<file path="src/logic/scrs_pkg.sv">
// constants for the start-up configuration and reset sequencer
// assumes a single 250 MHz clock and an APB master with 32-bit data
// Notes on behaviour
// - two-speed start on fast RC, then switch
// - initial_osc_select picks the reset clock source
// - switch monitor mode gates switching and monitor
// - osc2 pin: clock out or digital I/O
// - primary_osc_mode selects primary oscillator mode
// - forced watchdog always on, soft bit ignored
// - otherwise soft bit enables watchdog, rc
// - window disable bit picks watchdog window mode
// - PLL switch optionally waits for lock
// - prescale select gives 1:128 or 1:32
// - postscale ratio is two to the code
// - power-up timer delay from por_timer_select
// - scan port enable follows its bit
// - debug channel selects pin pair one to three
// - regulator start-up hold after any power-down
// - brown-out produces a whole-device reset
// - brown-out takes clock source from config
// - oscillator start-up timer gates the clock
// - PLL clock held until lock reads one, except a two-speed switch with the PLL wait bit off
// - power-up delay concurrent, monitor delay fallback
// - brown-out flag in bit one of status
// - brown-out detection active in sleep too
package scrs_pkg;
   localparam int          ADDR_W         = 8;
   localparam int          DATA_W         = 32;
   localparam logic [7:0]  OFS_RESET_CTRL = 8'h00;
   localparam logic [7:0]  OFS_CFG_STAT   = 8'h04;
   localparam logic [7:0]  OFS_SEQ_STAT   = 8'h08;
   localparam int          BIT_POR_FLAG   = 0;
   localparam int          BIT_BOR_FLAG   = 1;
   localparam int          BIT_WDT_SOFT   = 5;
   // config word field positions
   localparam int          POS_TWO_SPEED  = 7;
   localparam int          POS_OSC2_FN    = 2;
   localparam int          POS_CSM_HI     = 7;
   localparam int          POS_CSM_LO     = 6;
   localparam int          POS_WDT_FORCE  = 7;
   localparam int          POS_WDT_WINDOW_DISABLE     = 6;
   localparam int          POS_PLL_WAIT   = 5;
   localparam int          POS_WDT_PRE    = 4;
   localparam int          POS_SCAN_EN    = 5;
   // clock source codes
   localparam logic [2:0]  SRC_FRC        = 3'h0;
   localparam logic [2:0]  SRC_FRC_PLL    = 3'h1;
   localparam logic [2:0]  SRC_PRI        = 3'h2;
   localparam logic [2:0]  SRC_PRI_PLL    = 3'h3;
   localparam logic [2:0]  SRC_SEC        = 3'h4;
   localparam logic [2:0]  SRC_LOW_POWER_RC_OSC       = 3'h5;
   localparam logic [2:0]  SRC_FRC_DIV16  = 3'h6;
   localparam logic [2:0]  SRC_FRC_PS     = 3'h7;
   // primary oscillator modes
   localparam logic [1:0]  PRI_EXT_CLK    = 2'h0;
   localparam logic [1:0]  PRI_XTAL_STD   = 2'h1;
   localparam logic [1:0]  PRI_XTAL_HS    = 2'h2;
   localparam logic [1:0]  PRI_OFF        = 2'h3;
   localparam logic [1:0]  DBG_RESERVED   = 2'h0;
   localparam logic [1:0]  DBG_PAIR1_CODE = 2'h3;
   localparam logic [1:0]  DBG_PAIR2_CODE = 2'h2;
   localparam logic [1:0]  WDT_PRE_128    = 2'h1;
   localparam logic [2:0]  POWER_UP_TIMER_OFF       = 3'h0;
   // timing
   localparam int          CLK_MHZ        = 250;
   localparam int          T_STARTUP_US   = 20;
   localparam int          T_FSCM_US      = 100;
   localparam int          T_POWER_UP_TIMER_UNIT_MS = 1;
   localparam int          US_PER_MS      = 1000;
   typedef enum logic [2:0] {ST_REG, ST_CLK, ST_RUN, ST_BOR, ST_SLEEP, ST_WAKE} scrs_state_t;
endpackage : scrs_pkg

</file>
<file path="src/logic/scrs_top.sv">
// start-up configuration decoder and reset / clock sequencer with APB status
// assumes config words are static and on this clock; detector inputs are async
`timescale 1ns/1ps
module scrs_top
   import scrs_pkg::*;
#(
   parameter int STARTUP_CYC = T_STARTUP_US * CLK_MHZ,
   parameter int FSCM_CYC    = T_FSCM_US * CLK_MHZ,
   parameter int MS_CYC      = T_POWER_UP_TIMER_UNIT_MS * US_PER_MS * CLK_MHZ
)
(
   input  wire logic              MCLK_I,
   input  wire logic              RST_B_I,
   input  wire logic              CE_I,
   input  wire logic [ADDR_W-1:0] PADDR_I,
   input  wire logic              PSEL_I,
   input  wire logic              PENABLE_I,
   input  wire logic              PWRITE_I,
   input  wire logic [DATA_W-1:0] PWDATA_I,
   output logic      [DATA_W-1:0] PRDATA_O,
   output logic                   PREADY_O,
   output logic                   PSLVERR_O,
   input  wire logic [7:0]        OSC_SELECT_CFG_I,
   input  wire logic [7:0]        OSC_CFG_I,
   input  wire logic [7:0]        WATCHDOG_CFG_I,
   input  wire logic [7:0]        POR_CFG_I,
   input  wire logic [7:0]        DEBUG_CFG_I,
   input  wire logic              BOR_DET_I,
   input  wire logic              OSC_READY_I,
   input  wire logic              PLL_LOCK_I,
   input  wire logic              SLEEP_I,
   output logic                   CORE_RST_B_O,
   output logic                   EXEC_EN_O,
   output logic                   SYS_CLK_EN_O,
   output logic      [2:0]        CLK_SRC_O,
   output logic      [1:0]        PRI_MODE_O,
   output logic                   PRI_OSC_EN_O,
   output logic                   OSC2_CLKOUT_O,
   output logic                   CLK_SWITCH_EN_O,
   output logic                   FAIL_SAFE_EN_O,
   output logic                   PLL_WAIT_O,
   output logic                   WDT_EN_O,
   output logic                   LOW_POWER_RC_OSC_RUN_O,
   output logic                   WDT_WINDOW_O,
   output logic                   WDT_PRE128_O,
   output logic      [15:0]       WDT_POST_RATIO_O,
   output logic                   SCAN_EN_O,
   output logic      [1:0]        DBG_PAIR_O
);

   scrs_state_t       st_reg;
   scrs_state_t       st_next;
   // two stages suffice at this clock; a third only adds latency
   logic [1:0]        bor_sy_reg;
   logic [1:0]        osc_sy_reg;
   logic [1:0]        pll_sy_reg;
   logic [7:0]        osel_reg;
   logic [7:0]        ocfg_reg;
   logic [7:0]        wcfg_reg;
   logic [7:0]        pcfg_reg;
   logic [7:0]        dcfg_reg;
   logic [31:0]       cnt_reg;
   logic [7:0]        ms_reg;
   logic [2:0]        src_reg;
   logic              pend_reg;
   logic              bor_flag_reg;
   logic              por_flag_reg;
   logic              soft_reg;
   logic [DATA_W-1:0] rdata_reg;
   logic              err_reg;

   // second stage only is read
   wire bor_s = bor_sy_reg[1];
   wire osc_s = osc_sy_reg[1];
   wire pll_s = pll_sy_reg[1];

   // decoded configuration
   wire [2:0] tgt_src   = osel_reg[2:0];
   wire       two_req   = osel_reg[POS_TWO_SPEED];
   wire [1:0] pri_mode  = ocfg_reg[1:0];
   wire       wdt_force = wcfg_reg[POS_WDT_FORCE];
   wire       pll_wait  = wcfg_reg[POS_PLL_WAIT];
   wire [2:0] power_up_timer_sel  = pcfg_reg[2:0];
   wire tgt_osc = (tgt_src == SRC_PRI) || (tgt_src == SRC_PRI_PLL) ||
                  (tgt_src == SRC_SEC);
   wire tgt_pll = (tgt_src == SRC_PRI_PLL) || (tgt_src == SRC_FRC_PLL);
   wire xtal    = (pri_mode == PRI_XTAL_STD) || (pri_mode == PRI_XTAL_HS);
   wire two_speed = two_req && (tgt_src != SRC_FRC);
   // oscillator start-up and lock both gate the first clock unless a two-speed start runs it on fast rc
   wire tgt_ready = (!tgt_osc || osc_s) && (!tgt_pll || pll_s);
   wire sw_ok     = (!tgt_osc || osc_s) &&
                    (!tgt_pll || !pll_wait || pll_s);
   wire clk_on    = two_speed || tgt_ready;
   wire use_fscm  = (power_up_timer_sel == POWER_UP_TIMER_OFF) && xtal && tgt_osc;
   wire [7:0] power_up_timer_ms = 8'(1) << power_up_timer_sel;
   wire ms_tick   = (cnt_reg == 32'(MS_CYC - 1));
   wire reg_done  = (cnt_reg == 32'(STARTUP_CYC - 1));
   wire dly_done  = use_fscm ? (cnt_reg >= 32'(FSCM_CYC - 1)) :
                    (power_up_timer_sel == POWER_UP_TIMER_OFF) ? 1'b1 :
                    (ms_reg >= power_up_timer_ms);

   // next state; brown-out wins from any state, sleep included
   always_comb
   begin
      st_next = st_reg;
      if (bor_s)
         st_next = ST_BOR;
      else
         case (st_reg)
            ST_BOR:   st_next = ST_REG;
            ST_REG:   if (reg_done) st_next = ST_CLK;
            ST_CLK:   if (clk_on && dly_done) st_next = ST_RUN;
            ST_RUN:   if (SLEEP_I) st_next = ST_SLEEP;
            ST_SLEEP: if (!SLEEP_I) st_next = ST_WAKE;
            ST_WAKE:  if (reg_done) st_next = ST_RUN;
            default:  st_next = ST_BOR;
         endcase
   end

   always_ff @(posedge MCLK_I or negedge RST_B_I)
   begin
      if (!RST_B_I)
      begin
         bor_sy_reg <= 2'h0;
         osc_sy_reg <= 2'h0;
         pll_sy_reg <= 2'h0;
      end
      else if (CE_I)
      begin
         bor_sy_reg <= {bor_sy_reg[0], BOR_DET_I};
         osc_sy_reg <= {osc_sy_reg[0], OSC_READY_I};
         pll_sy_reg <= {pll_sy_reg[0], PLL_LOCK_I};
      end
   end

   always_ff @(posedge MCLK_I or negedge RST_B_I)
   begin
      if (!RST_B_I)
         st_reg <= ST_REG;
      else if (CE_I)
         st_reg <= st_next;
   end

   // one counter serves regulator, monitor and millisecond ticks
   always_ff @(posedge MCLK_I or negedge RST_B_I)
   begin
      if (!RST_B_I)
      begin
         cnt_reg <= 32'h0;
         ms_reg  <= 8'h00;
      end
      else if (CE_I)
      begin
         if (st_next != st_reg)
         begin
            cnt_reg <= 32'h0;
            ms_reg  <= 8'h00;
         end
         else if (st_reg == ST_CLK && !use_fscm && ms_tick)
         begin
            cnt_reg <= 32'h0;
            if (ms_reg != 8'hFF)
               ms_reg <= ms_reg + 8'h01;
         end
         else if (st_reg == ST_REG || st_reg == ST_WAKE || st_reg == ST_CLK)
            cnt_reg <= cnt_reg + 32'h1;
      end
   end

   // fuses are copied only while the regulator hold runs
   always_ff @(posedge MCLK_I or negedge RST_B_I)
   begin
      if (!RST_B_I)
      begin
         osel_reg <= 8'h00;
         ocfg_reg <= 8'h00;
         wcfg_reg <= 8'h00;
         pcfg_reg <= 8'h00;
         dcfg_reg <= 8'h00;
      end
      else if (CE_I && st_reg == ST_REG)
      begin
         osel_reg <= OSC_SELECT_CFG_I;
         ocfg_reg <= OSC_CFG_I;
         wcfg_reg <= WATCHDOG_CFG_I;
         pcfg_reg <= POR_CFG_I;
         dcfg_reg <= DEBUG_CFG_I;
      end
   end

   // active clock source and pending two-speed switch
   always_ff @(posedge MCLK_I or negedge RST_B_I)
   begin
      if (!RST_B_I)
      begin
         src_reg  <= SRC_FRC;
         pend_reg <= 1'b0;
      end
      else if (CE_I)
      begin
         if (st_reg == ST_CLK)
         begin
            src_reg  <= two_speed ? SRC_FRC : tgt_src;
            pend_reg <= two_speed;
         end
         else if (st_reg == ST_RUN && pend_reg && sw_ok)
         begin
            src_reg  <= tgt_src;
            pend_reg <= 1'b0;
         end
      end
   end

   // apb register access
   wire acc      = PSEL_I && PENABLE_I;
   wire hit_rc   = (PADDR_I == OFS_RESET_CTRL);
   wire hit_cfg  = (PADDR_I == OFS_CFG_STAT);
   wire hit_seq  = (PADDR_I == OFS_SEQ_STAT);
   wire mapped   = hit_rc || hit_cfg || hit_seq;
   wire wr_rc    = acc && PWRITE_I && hit_rc;
   wire [DATA_W-1:0] rc_val  = {26'h0, soft_reg, 3'h0, bor_flag_reg, por_flag_reg};
   wire [DATA_W-1:0] cfg_val = {dcfg_reg, pcfg_reg, wcfg_reg, ocfg_reg};
   wire [DATA_W-1:0] seq_val = {16'h0, osel_reg, pll_s, osc_s, src_reg, st_reg};
   wire [DATA_W-1:0] rd_mux  = hit_rc ? rc_val : hit_cfg ? cfg_val :
                               hit_seq ? seq_val : 32'h0;

   // hardware set wins over a software clear in the same cycle
   always_ff @(posedge MCLK_I or negedge RST_B_I)
   begin
      if (!RST_B_I)
      begin
         bor_flag_reg <= 1'b0;
         por_flag_reg <= 1'b1;
         soft_reg     <= 1'b0;
      end
      else if (CE_I)
      begin
         if (bor_s)
            bor_flag_reg <= 1'b1;
         else if (wr_rc)
            bor_flag_reg <= PWDATA_I[BIT_BOR_FLAG];
         if (wr_rc)
            por_flag_reg <= PWDATA_I[BIT_POR_FLAG];
         // soft enable is cleared by every device reset
         if (st_reg == ST_BOR)
            soft_reg <= 1'b0;
         else if (wr_rc)
            soft_reg <= PWDATA_I[BIT_WDT_SOFT];
      end
   end

   always_ff @(posedge MCLK_I or negedge RST_B_I)
   begin
      if (!RST_B_I)
      begin
         rdata_reg <= 32'h0;
         err_reg   <= 1'b0;
      end
      else if (CE_I)
      begin
         rdata_reg <= (PSEL_I && !PENABLE_I && !PWRITE_I) ? rd_mux : rdata_reg;
         err_reg   <= PSEL_I && !PENABLE_I && !mapped;
      end
   end

   // zero-wait slave; data captured in the setup cycle
   assign PREADY_O  = 1'b1;
   assign PRDATA_O  = rdata_reg;
   assign PSLVERR_O = acc && err_reg;

   // sequencer outputs
   assign CORE_RST_B_O = (st_reg == ST_RUN) || (st_reg == ST_SLEEP) ||
                         (st_reg == ST_WAKE);
   assign EXEC_EN_O    = (st_reg == ST_RUN);
   assign SYS_CLK_EN_O = (st_reg == ST_RUN) ||
                         ((st_reg == ST_CLK) && clk_on);
   assign CLK_SRC_O    = src_reg;

   // configuration outputs
   assign PRI_MODE_O       = pri_mode;
   assign PRI_OSC_EN_O     = (pri_mode != PRI_OFF);
   assign OSC2_CLKOUT_O    = !xtal && ocfg_reg[POS_OSC2_FN];
   assign CLK_SWITCH_EN_O  = !ocfg_reg[POS_CSM_HI];
   assign FAIL_SAFE_EN_O   = !ocfg_reg[POS_CSM_HI] && !ocfg_reg[POS_CSM_LO];
   assign PLL_WAIT_O       = pll_wait;
   assign WDT_EN_O         = wdt_force || soft_reg;
   // low_power_rc_osc may stop only when the watchdog is off and not the source
   assign LOW_POWER_RC_OSC_RUN_O       = wdt_force || soft_reg || (src_reg == SRC_LOW_POWER_RC_OSC);
   assign WDT_WINDOW_O     = !wcfg_reg[POS_WDT_WINDOW_DISABLE];
   assign WDT_PRE128_O     = (wcfg_reg[POS_WDT_PRE] == WDT_PRE_128[0]);
   assign WDT_POST_RATIO_O = 16'(1) << wcfg_reg[3:0];
   assign SCAN_EN_O        = dcfg_reg[POS_SCAN_EN];
   // reserved code routes nowhere
   assign DBG_PAIR_O = (dcfg_reg[1:0] == DBG_PAIR1_CODE) ? 2'h1 :
                       (dcfg_reg[1:0] == DBG_PAIR2_CODE) ? 2'h2 :
                       (dcfg_reg[1:0] == DBG_RESERVED)   ? 2'h0 : 2'h3;
endmodule : scrs_top

</file>
<file path="config.mk">
export PLATFORM = sky130hd
export DESIGN_NAME = scrs_top
export DESIGN_NICKNAME = d
export VERILOG_FILES = /design/src/logic/scrs_pkg.sv /design/src/logic/scrs_top.sv
export SDC_FILE = /design/constraint.sdc
export NUM_CORES = 1
export LEC_CHECK = 0
export ABC_CLOCK_PERIOD_IN_PS = 2650
export BUFFER_PORTS_ARGS = -buffer_cell sky130_fd_sc_hd__buf_4
export CAP_MARGIN = 0
export CORE_UTILIZATION = 49
export DETAILED_ROUTE_END_ITERATION = 8
export PLACE_DENSITY = 0.87
export SLEW_MARGIN = 20
export SYNTH_ARGS = -nofsm -noshare
export SYNTH_HDL_FRONTEND = slang
export SYNTH_SLANG_ARGS = --single-unit
</file>
<file path="constraint.sdc">
create_clock -name MCLK_I -period 2.65 [get_ports MCLK_I]
set_input_delay 0.53 -clock MCLK_I [delete_from_list [all_inputs] [get_ports MCLK_I]]
set_output_delay 0.53 -clock MCLK_I [all_outputs]
set_load 0.01 [all_outputs]
</file>
Word level (Yosys, flattened, before mapping)
Index checks and enable logic that the tools add are counted.
W data, S select, Z words.

storage, ports and cells
  input bits = 90
  word-level logic and storage cells = 143
  output and inout bits = 70
  bits in registers = 129

cells by class
  equality and inequality tests = 21
  $lt $le $gt $ge = 2
  multiplexer cells = 30
  reductions and logical operators = 68
  shift operators = 2
  $add $sub $neg = 2

operator list
  cell                     number
  $mux W32                 5
  $add A32 B1 Y32 const B  1
  $eq A32 B13 Y1 const B   1
  $eq A32 B18 Y1 const B   1
  $ge A32 B15 Y1 const B   1
  $mux W3                  9
  $mux W8                  3
  $logic_and A1 B1 Y1      21
  $logic_or A1 B1 Y1       18
  $pmux W3 S6              1
  $mux W16                 1
  $shl A1 B4 Y16 const A   1
  $eq A3 B2 Y1 const B     4
  $eq A3 B3 Y1 const B     4
  $reduce_and A2 Y1        6
  $logic_not A1 Y1         11
  $reduce_bool A2 Y1       5
  $add A8 B1 Y8 const B    1
  $eq A8 B3 Y1 const B     1
  $eq A8 B4 Y1 const B     1
  $ge A8 B8 Y1             1
  $logic_not A8 Y1         1
  $mux W1                  8
  $ne A8 B8 Y1 const B     1
  11 further kinds         18

Longest topological paths before layout
Gate-level depths: netlist of the first run.

  word-level depth = 14
  mapped depth = 12
  mapped depth without buffers = 10

Worst setup path after synthesis of the first run
OpenSTA, ideal clock, no wires.

  kind = register to register
  start = reg pcfg_reg[1]
  end = reg cnt_reg[27]
  setup time = 0.082 ns
  path buffers = 2
  setup slack = -0.161 ns
  arrival = 2.729 ns
  cell stages (with the launch flop) = 12
  cells stage by stage = dfrtp_1 -> clkbuf_1 -> or3b_2 -> ha_1 -> o211ai_1 -> a21oi_1 -> o21ai_0 -> a22oi_4 -> a211oi_4 -> buf_4 -> a41oi_1 -> a31oi_1

between the ends
  longest elaborated chain between the ends = 11
  elaborated cells on any way between the ends = 19
  classes of those cells = order compare (1); eq/ne (1); shift (1); mux (7); reduce/logical (9)

ends and longest elaborated chain
  element                                                     line                                            source
  start: declaration                                          scrs_top.sv:60                                  logic [7:0] pcfg_reg;
  start signal: assignment                                    scrs_top.sv:178                                 pcfg_reg <= 8'h00;
  start signal: assignment                                    scrs_top.sv:186                                 pcfg_reg <= POR_CFG_I;
  $shl A1 B3 Y8 / $logic_not A3 Y1 (equally long branches)    scrs_top.sv:95, scrs_top.sv:94, scrs_top.sv:99
  $ge A8 B8 Y1 / $logic_and A1 B1 Y1 (equally long branches)  scrs_top.sv:100, scrs_top.sv:94
  $mux W1 / $logic_and A1 B1 Y1 (equally long branches)       scrs_top.sv:99, scrs_top.sv:94
  $mux W1                                                     scrs_top.sv:98                                  wire dly_done = use_fscm ? (cnt_reg >= 32'(FSCM_CYC - 1)) :
  $logic_and A1 B1 Y1                                         scrs_top.sv:112                                 ST_CLK: if (clk_on && dly_done) st_next = ST_RUN;
  $mux W3                                                     scrs_top.sv:112
  $pmux W3 S6                                                 scrs_top.sv:109                                 case (st_reg)
  $mux W3                                                     scrs_top.sv:106                                 if (bor_s)
  $ne A3 B3 Y1                                                scrs_top.sv:154                                 if (st_next != st_reg)
  $reduce_bool A3 Y1 (no source line)                         -
  $reduce_and A2 Y1 (no source line)                          -
  end signal: assignment                                      scrs_top.sv:166                                 cnt_reg <= cnt_reg + 32'h1;
  end: declaration                                            scrs_top.sv:62                                  logic [31:0] cnt_reg;

Several ways; a longest one is shown, not always the timed one.
A chain may end at the register's enable or synchronous reset.

Worst setup path after layout of the first run
  start = reg osel_reg[1]
  end = out SYS_CLK_EN_O

between the ends
  longest elaborated chain between the ends = 9
  elaborated cells on any way between the ends = 17
  classes of those cells = eq/ne (4); reduce/logical (13)

ends and longest elaborated chain
  element                          line                            source
  start: declaration               scrs_top.sv:57                  logic [7:0] osel_reg;
  start signal: assignment         scrs_top.sv:175                 osel_reg <= 8'h00;
  start signal: assignment         scrs_top.sv:183                 osel_reg <= OSC_SELECT_CFG_I;
  $eq A3 B2 Y1 (on tied branches)  scrs_top.sv:84, scrs_top.sv:86
  $logic_or A1 B1 Y1 (2 in a row)  scrs_top.sv:84                  wire tgt_osc = (tgt_src == SRC_PRI) || (tgt_src == SRC_PRI_PLL) ||
  $logic_not A1 Y1                 scrs_top.sv:90                  wire tgt_ready = (!tgt_osc || osc_s) && (!tgt_pll || pll_s);
  $logic_or A1 B1 Y1               scrs_top.sv:90
  $logic_and A1 B1 Y1              scrs_top.sv:90
  $logic_or A1 B1 Y1 *             scrs_top.sv:93                  wire clk_on = two_speed || tgt_ready;
  $logic_and A1 B1 Y1 *            scrs_top.sv:276                 ((st_reg == ST_CLK) && clk_on);
  $logic_or A1 B1 Y1 *             scrs_top.sv:275                 assign SYS_CLK_EN_O = (st_reg == ST_RUN) ||
  end: declaration                 scrs_top.sv:34                  output logic SYS_CLK_EN_O,

Every way passes the cells marked *; elsewhere a longest branch is shown, timed or not.

==> out/summary.md, run 1 <==
### Floorplanning
* die boundary width: 119.6 um
* initial cell density of the core: 0.5075
* overall die area: 0.01430 sq mm
* die height: 119.6 um
* ports placed on the boundary: 160
* site row count: 42
* core area: 0.01335 sq mm

### Timing
* worst hold slack: 0.1493 ns
* setup-violating endpoint count in the final report: 1
* slew at the pin closest to its max-slew limit: 0.6789 ns
* max-slew violation count: 0
* Final Skew: 0.009086 ns
* setup repair after global routing missed its margin: yes
* Hold Vio Cnt, Final: 0
* normalized max-slew margin: 0.5474
* highest attainable clock frequency: 369.9 MHz
* fin crit period: 2.704 ns
* part of the cycle the worst path needs: 1.020
* Worst Slack Setup Final: -0.05363 ns

### Logic synthesis
* Synth Register Bits: 129
* post-synth top area share: 0.4728
* biggest area contributors in the synthesized netlist: dfrtp_1, mux2_2, nand2_1, nor2_1, nand3_1
* Avg Inst Size Synth: 9.803 sq um
* Yosys top cell by area: dfrtp_1
* Cell Area, Synth: 0.006774 sq mm
* synthesized netlist cell count: 691
* sequential fraction of the synthesis area: 0.4767
* Synthesized Nets: 794
* YS warnings: 0
* most used flip-flop cell after synthesis: dfrtp_1
* Synth async-reset ratio: 1.000
* most frequently used cell type in the post-synthesis netlist: dfrtp_1
* top cells by instance count after synthesis: dfrtp_1, nand2_1, nor2_1
* number of enable-type register cells in the synthesized netlist: 0
* count of distinct cell types in the synthesized netlist: 70

### Critical path
* WP buf/inv: 1
* critical-path maximum fanout: 2
* series of cell instances along the critical path: or4b_4, nor2_4, a21oi_2, and2_4, or2_4, buf_6
* worst endpoint required time: 2.12 ns
* worst flop-to-flop path startpoint: pcfg_reg[2]
* path type of the worst setup path: register to output pin
* depth of the worst register-to-register path: 11
* slowest cell on the critical path: or4b_4
* category of the worst setup path launch point: register
* max incr delay on CP: 0.58 ns
* r2r endpoint: cnt_reg[1]
* Crit path arrival time: 2.17 ns
* setup slack on the worst flop-to-flop path: 0.03 ns
* nature of the critical path endpoint: output pin
* CP top delay family: simple AND/OR/NAND/NOR gates

### Global route
* number of global-route vias before repair: 6,193
* wire length of the first global-routing pass: 31.53 mm
* total congestion overflow after global routing: 0
* All-Layer GR Usage: 0.2838
* number of antenna violations at the first check in global routing: 0
* GRT met1 Usage: 0.3288
* met2 track demand over resource: 0.4975
* most congested layer reported by global routing: met2
* maximum number of pins on one net before global-route repair: 53
* M3 GR Usage: 0.06511

### Run
* max-capacitance violation count: 0

### Drt
* routed wirelength normalized by instance count: 19.84 um
* vias per std cell: 6.164
* DRT iter0 DRCs: 586
* sum of routed wire length over all layers: 20.38 mm
* final routed DRC violation total: 0
* number of vias in the routed layout: 6,330
* router iterations before antenna repair: 7
* residual antenna-violating net count after detailed routing: 0

### Clock network
* CTS H-tree lvls: 4
* number of buffers created by CTS: 17
* clock tree root driver cell: clkbuf_16
* hold-fix buffer count after cts: 0
* clock buffer depth: 2
* Clock Sink Count: 129
* latest clock arrival within the worst-skew pair: 0.43 ns
* Worst-path clk slew: 0.06 ns
* CTS tree: done

### Cells and area
* relative area change from synthesis to final layout: 30.79%
* post-layout util: 0.6638
* final net count: 941
* fillers: 911
* number of antenna diodes: 0
* non-filler cells, final: 1,027
* share of layout cells above drive strength 1: 0.3384

### Power and ir drop
* total power per unit cell area: 967.3 mW/mm^2
* Total Power Consumption: 8570 uW
* maximum VDD drop: 0.6363 mV
* Leak: 0.004040 uW

### Run status
* status: finished, violations left
* violated checks: setup timing

### Placed design
* HPWL after detailed placement: 12.06 mm
* routability cong.: 0.8626
* number of cells after detailed placement: 985
* number of input and output port buffers inserted: 129

### Min path
* class of the tightest hold or removal check: primary input to async pin

layout by cell type (no fill, tap or decap), types with 4 or more instances in the layout:
cell / count
o31ai_1: 4
nor2b_1: 10
inv_1: 19
buf_4: 163
nand3b_1: 8
nor2_1: 77
nor4_1: 7
mux2i_1: 5
nor3_1: 14
a221oi_1: 13
xor2_1: 11
a21oi_1: 8
and2_1: 4
nand2_1: 81
clkbuf_16: 17
xnor2_1: 6
a41oi_1: 5
o21ai_0: 23
clkinv_2: 4
buf_12: 5
and4_1: 4
and3_1: 17
mux2_2: 42
dfrtp_1: 125
buf_6: 4
nand2b_1: 9
nand3_1: 34
o211ai_1: 4
a31oi_1: 21
nand4_1: 11
a22o_1: 5
ha_1: 11
kinds of logic after synthesis:
| group | Yosys count | synth area share |
|---|---|---|
| simple gates | 309 | 0.2351 |
| flops | 129 | 0.4767 |
| compound gates | 112 | 0.1199 |
| buf+inv | 63 | 0.04451 |
| mux | 47 | 0.07721 |
| xor+xnor | 17 | 0.02198 |
| fa+ha+maj | 13 | 0.02401 |
| other cells | 1 | 0.0005536 |
worst register-to-register path, delay by kind of cell (launching register included):
family | cells | cell delay [ns]
compound gates | 6 | 0.95
simple gates | 2 | 0.58
flops | 1 | 0.40
buf+inv | 2 | 0.31
fa+ha+maj | 1 | 0.28
layer usage:
metal  part of all wire  routed length, um  vias up
li1                   -                  -     2757
met1               0.37               7593     3128
met2               0.52              10500      384
met3              0.081               1641       61
met4              0.031                639        0
met5                  0                  0        -
area by class of cell:
| cell class | instances | area (sq um) | area share |
|---|---|---|---|
| Timing Repair Buffer | 172 | 1369 | 0.1545 |
| Sequential cell | 129 | 3233 | 0.3649 |
| Inverter | 19 | 71.32 | 0.008050 |
| Clock inverter | 10 | 133.9 | 0.01511 |
| Clock buffer | 22 | 464.2 | 0.05239 |
| Multi-Input combinational cell | 499 | 3368 | 0.3802 |
| Tap cell | 176 | 220.2 | 0.02486 |
report_power, final:
group / total (uW) / internal, uW / leakage [uW] / switching, uW
sequential: 2870 / 2410 / 0.00166 / 469
combinational: 3290 / 1600 / 0.00209 / 1690
clock: 2410 / 1520 / 0.000290 / 884
timing repair:
action	CTS	global route
pin swaps	4	11
endpoints found under the setup margin	29	40
cloned	1	0
buffers inserted	3	7
gates resized for setup	14	15
worst max-delay path by stage:
| stage | depth (start not counted) | startpoint | endpoint | slack [ns] |
|---|---|---|---|---|
| finish | 6 | osel_reg[1] | SYS_CLK_EN_O | -0.05 |
| CTS | 11 | pcfg_reg[1] | ms_reg[7] | -0.04 |
| global route | 6 | osel_reg[1] | SYS_CLK_EN_O | -0.08 |
| floorplan | 11 | pcfg_reg[1] | cnt_reg[27] | 0.004 |
| detailed placement | 10 | pcfg_reg[1] | cnt_reg[23] | -0.12 |
| global placement | 10 | pcfg_reg[1] | cnt_reg[21] | 0.01 |
metrics by stage:
step           cell area, sq um  setup slack [ns]  setup TNS, ns
4_1_cts                    8728          -0.03658        -0.1784
6_report                   8860          -0.05363       -0.05363
3_5_place_dp               8054           -0.1231        -0.6092
5_1_grt                    8860          -0.07678        -0.1582
3_3_place_gp               8054           0.01347              0
2_1_floorplan              6784          0.004179              0
Power figures use the tool's default switching activity.
==> inputs of run 2 (changes only) <==
--- a/config.mk
+++ b/config.mk
@@ -8,9 +8,10 @@
 export ABC_CLOCK_PERIOD_IN_PS = 2650
 export BUFFER_PORTS_ARGS = -buffer_cell sky130_fd_sc_hd__buf_4
 export CAP_MARGIN = 0
-export CORE_UTILIZATION = 49
+export CORE_UTILIZATION = 50
+export CTS_BUF_LIST = sky130_fd_sc_hd__clkbuf_2 sky130_fd_sc_hd__clkbuf_4 sky130_fd_sc_hd__clkbuf_8
 export DETAILED_ROUTE_END_ITERATION = 8
-export PLACE_DENSITY = 0.87
+export PLACE_DENSITY_LB_ADDON = 0.08
 export SLEW_MARGIN = 20
 export SYNTH_ARGS = -nofsm -noshare
 export SYNTH_HDL_FRONTEND = slang
==> run 2 against run 1 <==
Against the previous run: the flow finishes with violations (DRC, setup timing); register-to-register slack improved by 0.05 ns; clock-buffer cell count rose by 1; clock power decreased by 29%; sequential share of layout area grew 0.68 points; sequential power fell by 2%.
==> out/summary.md, run 2 (synthesized netlist as in run 1, its figures left out) <==
### Run status
* status: finished, violations left
* violated checks: DRC, setup timing

### Global route
* maximum number of pins on one net before global-route repair: 53, unchanged
* total congestion overflow after global routing: 0, unchanged
* All-Layer GR Usage: 0.2594, -0.02446
* number of global-route vias before repair: 5,753, -7.1%
* wire length of the first global-routing pass: 28.69 mm, -9.0%
* number of antenna violations at the first check in global routing: 0, unchanged

### Timing
* Setup TNS: -0.04424 ns, +0.009398 ns
* highest attainable clock frequency: 371.2 MHz, +0.35%
* setup-violating endpoint count in the final report: 1, unchanged
* setup repair after global routing missed its margin: yes
* slew at the pin closest to its max-slew limit: 0.7024 ns, +0.02352 ns
* worst hold slack: 0.1242 ns, -0.02517 ns
* Worst Slack Setup Final: -0.04424 ns, +0.009398 ns
* fin crit period: 2.694 ns, -0.009398 ns
* normalized max-slew margin: 0.5317, -0.01568
* Hold Vio Cnt, Final: 0, unchanged
* Final Skew: 0.009384 ns, +0.0002983 ns
* part of the cycle the worst path needs: 1.017, -0.003546
* max-slew violation count: 0, unchanged

### Critical path
* nature of the critical path endpoint: output pin
* slowest cell on the critical path: or4b_4
* critical-path maximum fanout: 2, unchanged
* series of cell instances along the critical path: or4b_4, nor2_4, a21oi_2, and2_4, or2_4, buf_4
* path type of the worst setup path: register to output pin
* worst endpoint required time: 2.12 ns, about the same
* WP buf/inv: 1, unchanged
* Crit path arrival time: 2.16 ns, about the same
* CP top delay family: simple AND/OR/NAND/NOR gates
* category of the worst setup path launch point: register
* max incr delay on CP: 0.57 ns, about the same

### Min path
* class of the tightest hold or removal check: primary input to async pin

### Cells and area
* fillers: 1,099, +21%
* relative area change from synthesis to final layout: 28.39%
* number of antenna diodes: 0, unchanged
* post-layout util: 0.6567, -0.007015
* highest-count cells in the layout ignoring fill and taps: buf_4, dfrtp_1, nand2_1, nor2_1, mux2_2
* final net count: 941, unchanged
* share of layout cells above drive strength 1: 0.3376, -0.0007783
* leading cell type in the layout, fill and taps excluded: buf_4

### Power and ir drop
* Total Power Consumption: 7753 uW, -9.5%
* total power per unit cell area: 891.5 mW/mm^2, -7.8%
* maximum VDD drop: 0.4177 mV, -34%
* Leak: 0.003959 uW, -2.0%

### Drt
* number of vias in the routed layout: 5,855, -7.5%
* sum of routed wire length over all layers: 17.47 mm, -14%
* routed wirelength normalized by instance count: 17.03 um, -14%
* vias per std cell: 5.707, -7.4%
* DRT iter0 DRCs: 464, -21%
* residual antenna-violating net count after detailed routing: 0, unchanged
* router iterations before antenna repair: 7, unchanged
* final routed DRC violation total: 2, +2

### Floorplanning
* die height: 118.4 um, -0.99%
* initial cell density of the core: 0.5115, +0.004028
* site row count: 42, unchanged
* overall die area: 0.01402 sq mm, -2.0%
* core area: 0.01324 sq mm, -0.79%
* ports placed on the boundary: 160, unchanged
* die boundary width: 118.4 um, -0.99%

### Clock network
* clock buffer depth: 2, unchanged
* latest clock arrival within the worst-skew pair: 0.44 ns, about the same
* CTS tree: done
* clock tree root driver cell: clkbuf_8
* CTS H-tree lvls: 4, unchanged
* number of buffers created by CTS: 17, unchanged
* Clock Sink Count: 129, unchanged
* Worst-path clk slew: 0.07 ns, about the same

### Placed design
* number of input and output port buffers inserted: 129, unchanged
* HPWL after detailed placement: 12.19 mm, +1.1%
* routability cong.: 0.8953, +3.8%

### Run
* max-capacitance violation count: 0, unchanged

-- run 2: where the power goes --
| group | internal (uW) | switching, uW | leakage, uW | total, uW |
|---|---|---|---|---|
| clock | 966 | 756 | 0.000207 | 1720 |
| sequential | 2400 | 399 | 0.00166 | 2800 |
| combinational | 1680 | 1550 | 0.00210 | 3230 |
| total | 5050 | 2700 | 0.00396 | 7750 |
-- run 2: cell type report --
class / count / area [sq um] / area share
Clock inverter: 8 / 102.6 / 0.01180
Multi-Input combinational cell: 499 / 3356 / 0.3858
Tap cell: 176 / 220.2 / 0.02532
Inverter: 19 / 71.32 / 0.008200
Timing Repair Buffer: 172 / 1404 / 0.1614
Clock buffer: 23 / 310.3 / 0.03568
Sequential cell: 129 / 3233 / 0.3717
-- run 2: repair_timing --
item | CTS | global route
hold buffers | 0 | 0
setup endpoints to repair | 22 | 37
pin swaps | 5 | 5
resized for setup | 12 | 12
setup buffers | 5 | 2
cloned | 1 | 2
-- run 2: metal layers --
metal | vias up | GRT usage | wire length [um]
li1 | 2764 | - | -
met1 | 2865 | 0.3407 | 7672
met2 | 198 | 0.4316 | 8640
met3 | 28 | 0.05019 | 861
met4 | 0 | 0.08623 | 299
met5 | - | 0 | 0
-- run 2: metrics by stage --
stage | std cells | area, sq um | worst slack (ns)
final | 1026 | 8697 | -0.04424
after global routing | 1026 | 8697 | -0.1078
after CTS | 1023 | 8581 | -0.06718
after detailed placement | 986 | 8049 | -0.07405
after global placement | 986 | 8049 | -0.02076
after floorplan | 691 | 6784 | 0.004179
-- run 2: final timing paths --
check                           slack (ns)            to  cells past startpoint                 from
worst max-delay path                 -0.04  SYS_CLK_EN_O                      6          osel_reg[1]
worst min-delay path                  0.12   osel_reg[3]                      1              RST_B_I
worst max register to register        0.08    cnt_reg[1]                     11          pcfg_reg[2]
worst min register to register        0.47  PRDATA_O[24]                      2         PRDATA_O[24]
max in group asynchronous             1.72  PRDATA_O[13]                      2              RST_B_I
min in group MCLK_I                   0.29   osel_reg[2]                      3  OSC_SELECT_CFG_I[2]
==> inputs of run 3 (changes only) <==
--- a/config.mk
+++ b/config.mk
@@ -5,7 +5,7 @@
 export SDC_FILE = /design/constraint.sdc
 export NUM_CORES = 1
 export LEC_CHECK = 0
-export ABC_CLOCK_PERIOD_IN_PS = 2650
+export ABC_CLOCK_PERIOD_IN_PS = 2900
 export BUFFER_PORTS_ARGS = -buffer_cell sky130_fd_sc_hd__buf_4
 export CAP_MARGIN = 0
 export CORE_UTILIZATION = 50
==> constraint.sdc (replaced) <==
create_clock -name MCLK_I -period 2.9 [get_ports MCLK_I]
set_input_delay 0.58 -clock MCLK_I [delete_from_list [all_inputs] [get_ports MCLK_I]]
set_output_delay 0.58 -clock MCLK_I [all_outputs]
set_load 0.01 [all_outputs]
==> run 3 against run 2 <==
Against the previous run: total power decreased by 15%; sequential power decreased by 8.9%; cell area decreased by 3.3%; die area did not move; clock power shrank 10%; the flow now finishes without violations; core utilization decreased by 2.2 points; largest cell class unchanged; critical endpoint unchanged.
==> out/summary.md, run 3 (synthesized netlist as in run 1, its figures left out) <==
### Timing
* max-slew violation count: 0, unchanged
* Hold Vio Cnt, Final: 0, unchanged
* part of the cycle the worst path needs: 0.9746
* fin crit period: 2.826 ns
* setup-violating endpoint count in the final report: 0, -1
* Final Skew: 0.01177 ns, +0.002387 ns
* setup repair after global routing missed its margin: yes
* Setup TNS: 0 ns, +0.04424 ns
* highest attainable clock frequency: 353.8 MHz
* worst hold slack: 0.3456 ns, +0.2215 ns
* slew at the pin closest to its max-slew limit: 0.7173 ns, +0.01489 ns
* normalized max-slew margin: 0.5174, -0.01434

### Critical path
* series of cell instances along the critical path: or4b_4, nor2_1, a21oi_1, and2_4, or2_2, buf_4
* launch point of the critical path: osel_reg[1]
* slowest cell on the critical path: or4b_4
* worst endpoint required time: 2.32 ns, +0.20 ns
* WP buf/inv: 1, unchanged
* nature of the critical path endpoint: output pin
* path type of the worst setup path: register to output pin
* critical-path maximum fanout: 6, +4
* max incr delay on CP: 0.53 ns, -0.04 ns
* Crit path arrival time: 2.25 ns, +0.09 ns
* CP top delay family: simple AND/OR/NAND/NOR gates
* category of the worst setup path launch point: register
* worst flop-to-flop path startpoint: pcfg_reg[1]

### Cells and area
* number of antenna diodes: 0, unchanged
* leading cell type in the layout, fill and taps excluded: buf_4
* multi-input combinational cell area: 0.003271 sq mm, -2.5%
* highest-count cells in the layout ignoring fill and taps: buf_4, dfrtp_1, nand2_1, nor2_1, mux2_2
* Sequential cell area: 0.003233 sq mm, unchanged
* final net count: 926, -1.6%
* fin area: 0.008409 sq mm, -3.3%
* fillers: 1,127, +2.5%
* share of layout cells above drive strength 1: 0.3122, -0.02545
* relative area change from synthesis to final layout: 24.14%

### Placed design
* Area after DPL: 0.007981 sq mm, -0.84%
* number of input and output port buffers inserted: 129, unchanged
* HPWL after detailed placement: 12.09 mm, -0.83%
* routability cong.: 0.9046, +1.0%

### Drt
* sum of routed wire length over all layers: 16.82 mm, -3.8%
* router iterations before antenna repair: 5, -2
* vias per std cell: 5.555, -2.7%
* final routed DRC violation total: 0, -2
* DRT iter0 DRCs: 439, -5.4%
* residual antenna-violating net count after detailed routing: 0, unchanged
* number of vias in the routed layout: 5,622, -4.0%
* routed wirelength normalized by instance count: 16.62 um, -2.4%

### Min path
* HP Start: DEBUG_CFG_I[1]
* class of the tightest hold or removal check: primary input to register

### Clock network
* clock buffer depth: 2, unchanged
* latest clock arrival within the worst-skew pair: 0.45 ns, about the same
* number of buffers created by CTS: 17, unchanged
* Clock Sink Count: 129, unchanged
* CTS H-tree lvls: 4, unchanged
* Worst-path clk slew: 0.07 ns, about the same
* CTS tree: done
* clock tree root driver cell: clkbuf_8

### Floorplanning
* site row count: 42, unchanged
* initial cell density of the core: 0.5115, unchanged
* ports placed on the boundary: 160, unchanged
* overall die area: 0.01402 sq mm, unchanged
* die height: 118.4 um, unchanged
* core area: 0.01324 sq mm, unchanged
* die boundary width: 118.4 um, unchanged

### Global route
* number of antenna violations at the first check in global routing: 0, unchanged
* wire length of the first global-routing pass: 28.06 mm, -2.2%
* All-Layer GR Usage: 0.2562, -0.003124
* maximum number of pins on one net before global-route repair: 75, +42%
* number of global-route vias before repair: 5,523, -4.0%
* total congestion overflow after global routing: 0, unchanged

### Power and ir drop
* total power per unit cell area: 788.2 mW/mm^2, -12%
* Leak: 0.003841 uW, -3.0%
* maximum VDD drop: 0.4181 mV, about the same

### Run
* max-capacitance violation count: 0, unchanged

### Run status
* status: finished clean

-- run 3: cell types whose count changed in the layout (fill, tap and decap cells not counted), moves of 3 or more --
cell and delta:
buf_4 -10, ha_4 -3, ha_1 +4, clkinv_2 +4
-- run 3: repair_timing --
| item | CTS | global route |
|---|---|---|
| gates resized for setup | 2 | 2 |
| buffers inserted | 2 | 0 |
| endpoints found under the setup margin | 1 | 26 |
| endpoints found under the hold margin | 6 | 0 |
| hold buffers | 1 | 0 |
-- run 3: path summary, 6_finish.rpt --
kind                           endpoint  slack, ns  cells past startpoint
min                         dcfg_reg[1]       0.35                      3
max in group asynchronous  por_flag_reg       1.77                      3
min in group asynchronous   PRDATA_O[8]       0.49                      2
max                        SYS_CLK_EN_O       0.07                      6
max reg2reg                 cnt_reg[10]       0.13                     10
min reg2reg                PRDATA_O[24]       0.48                      2
-- run 3: stage by stage --
step	setup slack (ns)	cells	util	total power, uW
after floorplan	0.08914	691	-	4089
after detailed placement	0.1220	977	0.6027	5075
after CTS	0.01657	1012	0.6346	6663
after global placement	0.1414	977	0.6027	5002
after global routing	-0.06681	1012	0.6350	7046
final	0.07378	1012	0.6350	6628
-- run 3: metal layers --
metal	global-route usage	share of wire	vias to the layer above
met5	0	0	-
met4	0.07199	0.011	0
met3	0.06129	0.050	15
met2	0.4191	0.49	133
met1	0.3404	0.45	2747
li1	-	-	2727
-- run 3: cell type report --
type | instances | share of cell area
multi-input cells | 499 | 0.3889
flip-flops and latches | 129 | 0.3845
repair buffers | 157 | 0.1449
clock buffers | 21 | 0.03363
well taps | 176 | 0.02619
clock inverters | 11 | 0.01339
inverters | 19 | 0.008481
-- run 3: worst reg2reg max path, cell delays in order (launching register included) --
cell and delay [ns]:
dfrtp_1 0.39, or3b_2 0.47, ha_1 0.28, o211ai_1 0.08, a21oi_1 0.11, o21ai_0 0.10, buf_4 0.14, a22oi_4 0.28
a211oi_4 0.12, nor2_2 0.52, nor2_1 0.13
-- run 3: where the power goes --
group	switching [uW]	internal (uW)
Combinational	1300	1240
Clock	707	831
Sequential	355	2200
Total	2370	4260
